File: src/logic/tcdt_defines.svh
/*
  timer compare-C, dead-time and interrupt-control constants: offsets, field positions, reset values.
  assumes byte-wide registers addressed by an 8-bit register address.
*/
`ifndef TCDT_DEFINES_SVH
`define TCDT_DEFINES_SVH
`define TCDT_OFS_FLAGS      8'h38
`define TCDT_OFS_MASK       8'h71
`define TCDT_OFS_DT_A       8'h9C
`define TCDT_OFS_DT_B       8'h9D
`define TCDT_OFS_CMPC_LO    8'h9E
`define TCDT_OFS_CMPC_HI    8'h9F
`define TCDT_BIT_OVF        0
`define TCDT_BIT_MA         1
`define TCDT_BIT_MB         2
`define TCDT_BIT_MC         3
`define TCDT_BIT_CAP        5
`define TCDT_MASK_VALID     8'h2F
`define TCDT_FLAG_VALID     8'h2F
`define TCDT_RST_BYTE       8'h00
`define TCDT_RST_WORD       16'h0000
`define TCDT_CNT_MAX        16'hFFFF
`define TCDT_CNT_MIN        16'h0000
`endif

File: src/logic/tcdt_pkg.sv
/*
  types for the timer compare-C, dead-time and interrupt-control block.
  assumes tcdt_defines.svh is available on the include path.
*/
package tcdt_pkg;
  typedef enum logic [1:0] {
    TCDT_MODE_NORMAL = 2'b00,
    TCDT_MODE_CTC    = 2'b01,
    TCDT_MODE_PWM    = 2'b10,
    TCDT_MODE_PWM_PC = 2'b11
  } tcdt_mode_type;

  typedef struct packed {
    logic [7:0] addr;
    logic [7:0] wdata;
    logic       wr;
    logic       rd;
  } tcdt_bus_type;

  typedef struct packed {
    logic overflow;
    logic match_a;
    logic match_b;
    logic match_c;
    logic capture;
  } tcdt_irq_type;

  typedef struct packed {
    logic [15:0] cmpc_active;
    logic [15:0] cmpc_buffer;
    logic [7:0]  cmpc_temp;
    logic [7:0]  dt_a;
    logic [7:0]  dt_b;
    logic [7:0]  mask;
    logic [7:0]  flags;
    logic [7:0]  rdata;
    logic        wave_a_prev;
    logic [7:0]  dt_cnt_a;
    logic [7:0]  dt_cnt_b;
    logic        out_a;
    logic        out_b;
    logic        out_c;
    tcdt_irq_type irq;
  } tcdt_state_type;
endpackage : tcdt_pkg

File: src/logic/tcdt_core.sv
/*
  compare-C register pair with pwm double buffering, dead-time generator for the a/b pair,
  interrupt mask and sticky event flags.
  assumes counter, compare-a/b, capture/top, mode and count enable come from the timer core
  on CORE_CLK; software access is a plain byte port with read data one cycle later.
*/
// What this block does
// compare-C is 16 bits; write high byte first, read low byte first.
// compare-C is compared with the count on every count cycle.
// pwm modes double buffer compare-C; normal and clear-on-match write directly.
// buffered compare-C loads into active only at counter maximum or minimum.
// software compare-C access goes to buffer when buffered, else active register.
// with dead time enabled, output A delayed by low dead-time count clocks.
// with dead time enabled, output B delayed by high dead-time count clocks.
// mask bit 5 gates capture request with global enable and capture flag.
// mask bit 3 gates compare-C request with global enable and its flag.
// mask bit 2 gates compare-B request with global enable and its flag.
// mask bit 1 gates compare-A request with global enable and its flag.
// mask bit 0 gates overflow request with global enable and overflow flag.
// flag bit 5 sets on an input-capture event.
// flag bit 5 also sets when count reaches capture value used as top.
// capture flag clears only by software writing one to it.
// compare-C match sets flag bit 3, kept until software writes one.
// compare-B match sets flag bit 2, kept until software writes one.
// compare-A match sets flag bit 1, kept until software writes one.
// overflow sets flag bit 0, cleared only by software writing one.
// mask bits 7, 6 and 4 are reserved and read zero.
// writing zero leaves a flag; set beats a same-cycle clearing write.
`timescale 1ns/1ps
`default_nettype none
`include "tcdt_defines.svh"

module tcdt_core
  import tcdt_pkg::*;
(
  input  wire logic          CORE_CLK,
  input  wire logic          SRST,
  input  wire logic [7:0]    REG_ADDR,
  input  wire logic [7:0]    REG_WDATA,
  input  wire logic          REG_WR,
  input  wire logic          REG_RD,
  output logic      [7:0]    REG_RDATA,
  input  wire logic [15:0]   TIMER_COUNT,
  input  wire logic          COUNT_TICK,
  input  wire logic [15:0]   COMPARE_A_VALUE,
  input  wire logic [15:0]   COMPARE_B_VALUE,
  input  wire logic [15:0]   CAPTURE_VALUE,
  input  wire logic          CAPTURE_IS_TOP,
  input  wire logic          CAPTURE_EVENT,
  input  wire logic          OVERFLOW_EVENT,
  input  wire tcdt_mode_type COUNT_MODE,
  input  wire logic          DEADTIME_ENABLE,
  input  wire logic          WAVE_A_RAW,
  input  wire logic          WAVE_B_RAW,
  input  wire logic          GLOBAL_IRQ_ENABLE,
  output logic               WAVEFORM_OUT_A,
  output logic               WAVEFORM_OUT_B,
  output logic               WAVEFORM_OUT_C,
  output logic               MATCH_C_PULSE,
  output logic [15:0]        COMPARE_C_VALUE,
  output tcdt_irq_type       IRQ_REQUEST
);

  tcdt_state_type st_r;
  tcdt_state_type st_nxt;
  tcdt_bus_type   bus;

  function automatic logic is_pwm(input tcdt_mode_type m);
    is_pwm = (m == TCDT_MODE_PWM) || (m == TCDT_MODE_PWM_PC);
  endfunction : is_pwm

  function automatic logic [7:0] flag_update(input logic [7:0] cur, input logic [7:0] set,
                                             input logic [7:0] clr);
    flag_update = ((cur & ~clr) | set) & `TCDT_FLAG_VALID;
  endfunction : flag_update

  function automatic logic [7:0] dt_step(input logic [7:0] cnt, input logic tick);
    dt_step = (tick && cnt != `TCDT_RST_BYTE) ? cnt - 8'h01 : cnt;
  endfunction : dt_step

  logic       buffered;
  logic       hit_a;
  logic       hit_b;
  logic       hit_c;
  logic       at_top;
  logic [7:0] set_v;
  logic [7:0] clr_v;
  logic       rise_a;
  logic       fall_a;

  always_comb begin
    bus.addr  = REG_ADDR;
    bus.wdata = REG_WDATA;
    bus.wr    = REG_WR;
    bus.rd    = REG_RD;
  end

  always_comb begin
    st_nxt   = st_r;
    buffered = is_pwm(COUNT_MODE);
    hit_c    = COUNT_TICK && (TIMER_COUNT == st_r.cmpc_active);
    hit_a    = COUNT_TICK && (TIMER_COUNT == COMPARE_A_VALUE);
    hit_b    = COUNT_TICK && (TIMER_COUNT == COMPARE_B_VALUE);
    at_top   = COUNT_TICK && CAPTURE_IS_TOP && (TIMER_COUNT == CAPTURE_VALUE);
    set_v    = `TCDT_RST_BYTE;
    clr_v    = `TCDT_RST_BYTE;
    set_v[`TCDT_BIT_OVF] = OVERFLOW_EVENT;
    set_v[`TCDT_BIT_MA]  = hit_a;
    set_v[`TCDT_BIT_MB]  = hit_b;
    set_v[`TCDT_BIT_MC]  = hit_c;
    set_v[`TCDT_BIT_CAP] = CAPTURE_EVENT || at_top;

    // buffered value moves to the active register only at the counter extremes
    if (buffered && COUNT_TICK &&
        (TIMER_COUNT == `TCDT_CNT_MAX || TIMER_COUNT == `TCDT_CNT_MIN)) begin
      st_nxt.cmpc_active = st_r.cmpc_buffer;
    end else if (!buffered) begin
      st_nxt.cmpc_buffer = st_r.cmpc_active;
    end

    if (bus.wr) begin
      case (bus.addr)
        `TCDT_OFS_FLAGS:   clr_v = bus.wdata;
        `TCDT_OFS_MASK:    st_nxt.mask = bus.wdata & `TCDT_MASK_VALID;
        `TCDT_OFS_DT_A:    st_nxt.dt_a = bus.wdata;
        `TCDT_OFS_DT_B:    st_nxt.dt_b = bus.wdata;
        `TCDT_OFS_CMPC_HI: st_nxt.cmpc_temp = bus.wdata;
        `TCDT_OFS_CMPC_LO: begin
          if (buffered) begin
            st_nxt.cmpc_buffer = {st_r.cmpc_temp, bus.wdata};
          end else begin
            st_nxt.cmpc_active = {st_r.cmpc_temp, bus.wdata};
            st_nxt.cmpc_buffer = {st_r.cmpc_temp, bus.wdata};
          end
        end
        default: ;
      endcase
    end
    st_nxt.flags = flag_update(st_r.flags, set_v, clr_v);

    st_nxt.rdata = `TCDT_RST_BYTE;
    if (bus.rd) begin
      case (bus.addr)
        `TCDT_OFS_FLAGS:   st_nxt.rdata = st_r.flags;
        `TCDT_OFS_MASK:    st_nxt.rdata = st_r.mask;
        `TCDT_OFS_DT_A:    st_nxt.rdata = st_r.dt_a;
        `TCDT_OFS_DT_B:    st_nxt.rdata = st_r.dt_b;
        `TCDT_OFS_CMPC_LO: begin
          // low byte read latches the high byte for the following read
          st_nxt.rdata     = buffered ? st_r.cmpc_buffer[7:0] : st_r.cmpc_active[7:0];
          st_nxt.cmpc_temp = buffered ? st_r.cmpc_buffer[15:8] : st_r.cmpc_active[15:8];
        end
        `TCDT_OFS_CMPC_HI: st_nxt.rdata = st_r.cmpc_temp;
        default:           st_nxt.rdata = `TCDT_RST_BYTE;
      endcase
    end

    // dead time: each edge of the a phase starts the delay of the output turning on
    rise_a = WAVE_A_RAW && !st_r.wave_a_prev;
    fall_a = !WAVE_A_RAW && st_r.wave_a_prev;
    st_nxt.wave_a_prev = WAVE_A_RAW;
    st_nxt.dt_cnt_a = rise_a ? st_r.dt_a : dt_step(st_r.dt_cnt_a, COUNT_TICK);
    st_nxt.dt_cnt_b = fall_a ? st_r.dt_b : dt_step(st_r.dt_cnt_b, COUNT_TICK);
    if (DEADTIME_ENABLE) begin
      st_nxt.out_a = WAVE_A_RAW && (st_nxt.dt_cnt_a == `TCDT_RST_BYTE);
      st_nxt.out_b = !WAVE_A_RAW && (st_nxt.dt_cnt_b == `TCDT_RST_BYTE);
    end else begin
      st_nxt.out_a = WAVE_A_RAW;
      st_nxt.out_b = WAVE_B_RAW;
    end
    if (hit_c) begin
      st_nxt.out_c = !st_r.out_c;
    end

    st_nxt.irq.capture  = GLOBAL_IRQ_ENABLE && st_r.mask[`TCDT_BIT_CAP] && st_r.flags[`TCDT_BIT_CAP];
    st_nxt.irq.match_c  = GLOBAL_IRQ_ENABLE && st_r.mask[`TCDT_BIT_MC] && st_r.flags[`TCDT_BIT_MC];
    st_nxt.irq.match_b  = GLOBAL_IRQ_ENABLE && st_r.mask[`TCDT_BIT_MB] && st_r.flags[`TCDT_BIT_MB];
    st_nxt.irq.match_a  = GLOBAL_IRQ_ENABLE && st_r.mask[`TCDT_BIT_MA] && st_r.flags[`TCDT_BIT_MA];
    st_nxt.irq.overflow = GLOBAL_IRQ_ENABLE && st_r.mask[`TCDT_BIT_OVF] && st_r.flags[`TCDT_BIT_OVF];
  end

  always_ff @(posedge CORE_CLK) begin
    if (SRST) begin
      st_r <= '0;
    end else begin
      st_r <= st_nxt;
    end
  end

  always_comb begin
    REG_RDATA       = st_r.rdata;
    WAVEFORM_OUT_A  = st_r.out_a;
    WAVEFORM_OUT_B  = st_r.out_b;
    WAVEFORM_OUT_C  = st_r.out_c;
    COMPARE_C_VALUE = st_r.cmpc_active;
    IRQ_REQUEST     = st_r.irq;
    MATCH_C_PULSE   = COUNT_TICK && (TIMER_COUNT == st_r.cmpc_active);
  end

endmodule : tcdt_core
`default_nettype wire

File: config.mk
export PLATFORM = sky130hd
export DESIGN_NAME = tcdt_core
export DESIGN_NICKNAME = d
export VERILOG_FILES = /design/src/logic/tcdt_pkg.sv /design/src/logic/tcdt_core.sv
export VERILOG_INCLUDE_DIRS = /design/src /design/src/logic
export SDC_FILE = /design/constraint.sdc
export NUM_CORES = 1
export LEC_CHECK = 0
export ABC_AREA = 1
export BUFFER_PORTS_ARGS = -buffer_cell sky130_fd_sc_hd__buf_2
export CAP_MARGIN = 0
export CORE_UTILIZATION = 50
export CTS_CLUSTER_DIAMETER = 80
export CTS_CLUSTER_SIZE = 10
export DETAILED_ROUTE_END_ITERATION = 16
export PLACE_DENSITY = 0.74
export SYNTH_ARGS = -nofsm -noshare
export SYNTH_HDL_FRONTEND = slang
export SYNTH_SLANG_ARGS = --single-unit
File: constraint.sdc
create_clock -name CORE_CLK -period 4.8 [get_ports CORE_CLK]
set_clock_uncertainty 0.15 [all_clocks]
set_input_delay 0.96 -clock CORE_CLK [delete_from_list [all_inputs] [get_ports CORE_CLK]]
set_output_delay 0.96 -clock CORE_CLK [all_outputs]
set_load 0.01 [all_outputs]
==> results.md <==
* Status: finished clean
* Routed Antenna Nets at 0
* Input/output buffers at 125
* Max layer used: met4
* Hold Path Origin: st_r[87]
* Comb power frac at 20.0%
* H-tree depth at 3
* CTS Buffer Depth at 2
* Max-slew headroom at 57.7%
* Sequential share of power at 43.3%
* CTS tree: built
* Worst EP arrival at 2160 ps
* Drc violations at 0
* Syn. warnings at 0
* Critical R2R Launch: st_r[8]
* RSZ-0062 raised after global routing: no
* Met3 WL at 1210 um
* FP Rows at 40
* Netlist cell types at 52
* Detail Placement HPWL at 14200 um
* I/O pins at 127
* WL met2 at 8630 um
* Top-area cell type share of the netlist area at 31.4%
* Lkg Pwr at 3.36 nW
* FF-to-FF path depth at 12
* Crit path kind: input port to primary output
* Hold endpoint: COMPARE_C_VALUE[14]
* Slew Limit Fails at 0
* Multi-input logic area at 3410 um^2
* CP max-delay cell: inv_1
* Antenna violations before repair at 0
* Starting Density at 51.9%
* Crit path largest cell delay at 250 ps
* Commonest non-fill, non-tap cell in the layout: nand2_1
* Seq/Total Area, Yosys at 31.4%
* Die area at 13100 um^2
* Synth-to-layout area growth at 12.3%
* Final nets at 1155
* Initial DRC count at 645
* Count of final hold-check violations at 0
* GRT Total Usage at 28.8%
* Met1 WL at 8230 um
* Die Wd at 114 um
* Setup violations, final at 0
* Clock Latency Late Sink at 350 ps
* Sw power at 588 uW
* Cell count after synthesis at 980
* Clock transition at path regs at 60 ps
* Synthesized area at 6320 um^2
* Cell taking the most area after synthesis: dfxtp_1
* Synth area leaders: dfxtp_1 31%, nand2_1 13%, inv_1 8.0%, nor2_1 6.0%, a21oi_1 5.6%
* Clock Sinks at 99
* Hold depth at 2
* Fmax at 0.306 GHz
* Period utilization at 68.1%
* Clock Root Buffer: clkbuf_16
* Post-CTS Setup Bufs at 0
* GPL Wtd Cong at 0.926
* First-pass detailed-route iteration total at 5
* Cell area power density at 281 nW/um^2
* Post-CTS resize count at 0
* Total Neg Setup Slack at 0 ps
* Fin crit period at 3270 ps
* Chip height at 114 um
* Sw Share at 29.5%
* Hold_buf cts at 0
* Detailed-route vias per instance at 5.39
* Largest net degree at the start of global routing at 42
* Core area at 12200 um^2
* Placed Area at 6800 um^2
* R2R setup slack at 2730 ps
* CP top delay family: simple AND/OR/NAND/NOR gates
* Final instance area at 7090 um^2
* Storage cell area at 1980 um^2
* CP cell instances: buf_2 > inv_1 > or2_2 > o21ai_0 > nor4_1 > and3_1 > buf_2
* Worst-path maximum fanout at 8
* WL final at 18500 um
* Max-cap violations at 0
* Vias in the first global route at 5968
* Synth Net Count at 1077
* CP Capture Type: primary output
* Power Internal at 1.41 mW
* Finished Core Util at 58.3%
* Final-layout fill cell count at 1252
* Commonest non-fill, non-tap cells in the layout: 219 x nand2_1, 135 x inv_1, 125 x buf_2
* # diodes at 0
* First-pass GRT wire length at 29200 um
* Clock buffer count from CTS at 9
* Share of layout cells above drive strength 1 at 16.9%
* Routed vias at 6632
* Maximum VDD drop at 0.000297 V
* Avg Cell Area, Syn at 6.44 um^2
* WL/cell at 15.0 um
* Worst EP required at 3690 ps
* Worst reg2reg endpoint: WAVEFORM_OUT_B
* Total grt overflow at 0
* Clock share of power at 36.7%
* Synth Register Bits at 99
* Most frequent CP cell: buf_2
* Actual slew at the worst max-slew pin at 635 ps
* Critical path launch point type: input port
* Buf/Inv on CP at 3
* Worst hold path class: flop to flop
## flip-flops by register name, summed over array words and instances, names as in the netlist
| name | cells |
|---|---|
| IRQ_REQUEST | 5 |
| COMPARE_C_VALUE | 16 |
| REG_RDATA | 8 |
| st_r | 67 |
| WAVEFORM_OUT_A | 1 |
| WAVEFORM_OUT_B | 1 |
| WAVEFORM_OUT_C | 1 |
## power groups by stage
stage / Sequential (mW) / Clock, mW / Combinational (mW)
6_report: 0.864 / 0.732 / 0.398
5_1_grt: 0.866 / 0.771 / 0.451
4_1_cts: 0.864 / 0.739 / 0.395
3_5_place_dp: 0.882 / 0 / 0.393
3_3_place_gp: 0.882 / 0 / 0.389
2_1_floorplan: 0.878 / 0 / 0.276
## cells in the mapped netlist, drive strengths merged
library cell	instances
nand3	57
clkbuf	14
clkinv	2
a31oi	7
nand3b	1
xnor2	8
o31ai	9
a41oi	3
a211oi	2
a22oi	2
o211ai	3
nor3	17
and3	1
o21ai	73
or2	7
inv	144
nor4	13
dfxtp	99
a21oi	71
a22o	2
o2111ai	6
o221ai	4
o21bai	1
o22ai	15
o21a	4
nor3b	1
o211a	1
nand2	225
ha	3
mux2i	3
buf	46
nor2	105
a221oi	1
xor2	13
nand4	17
## cells by family (layout without fill, tap and decap cells)
group                    after synthesis  in the layout  synth area share [%]
AND/OR/NAND/NOR                      444            444                  31.2
buffers and inverters                206            289                  14.6
AO/OA/AOI/OAI                        204            204                  18.8
flip-flops                            99             99                  31.4
XOR/XNOR                              21             21                  2.91
adder cells (fa/ha/maj)                3              3                 0.594
multiplexers                           3              3                 0.475
## routing by layer
| layer | vias up | global-route usage, % |
|---|---|---|
| li1 | 3333 | - |
| met1 | 3018 | 38.0 |
| met2 | 247 | 46.9 |
| met3 | 34 | 4.87 |
| met4 | 0 | 10.9 |
| met5 | - | 0 |
## worst max-delay path by stage
stage	start	end	depth (start not counted)
after floorplan	COUNT_TICK	MATCH_C_PULSE	5
after global placement	TIMER_COUNT[9]	MATCH_C_PULSE	7
after detailed placement	TIMER_COUNT[9]	MATCH_C_PULSE	7
after CTS	TIMER_COUNT[9]	MATCH_C_PULSE	7
after global routing	TIMER_COUNT[9]	MATCH_C_PULSE	7
final	TIMER_COUNT[9]	MATCH_C_PULSE	7
## layout make-up
class                      count  area share (%)
timing repair buffer         127            9.03
clock buffer                  12            3.48
multi-input combinational    675            48.1
clock inverter                 4           0.706
tap                          168            2.96
inverter                     146            7.80
sequential                    99            27.9
## stage by stage
step	power (mW)	setup slack, ps	std cells	hold slack, ps
3_5_place_dp	1.28	1550	1215	306
6_report	1.99	1530	1231	314
3_3_place_gp	1.27	1550	1215	306
2_1_floorplan	1.15	1830	980	285
4_1_cts	2.00	1540	1231	315
5_1_grt	2.09	1390	1231	350
## worst register-to-register path, delay by kind of cell, from the launching register on
kind                     cells  cell delay [ps]
flip-flops                   1              350
AO/OA/AOI/OAI                2              170
AND/OR/NAND/NOR              8              910
buffers and inverters        1              100
adder cells (fa/ha/maj)      1              250
Note: power is estimated with default switching activity, not from simulation.
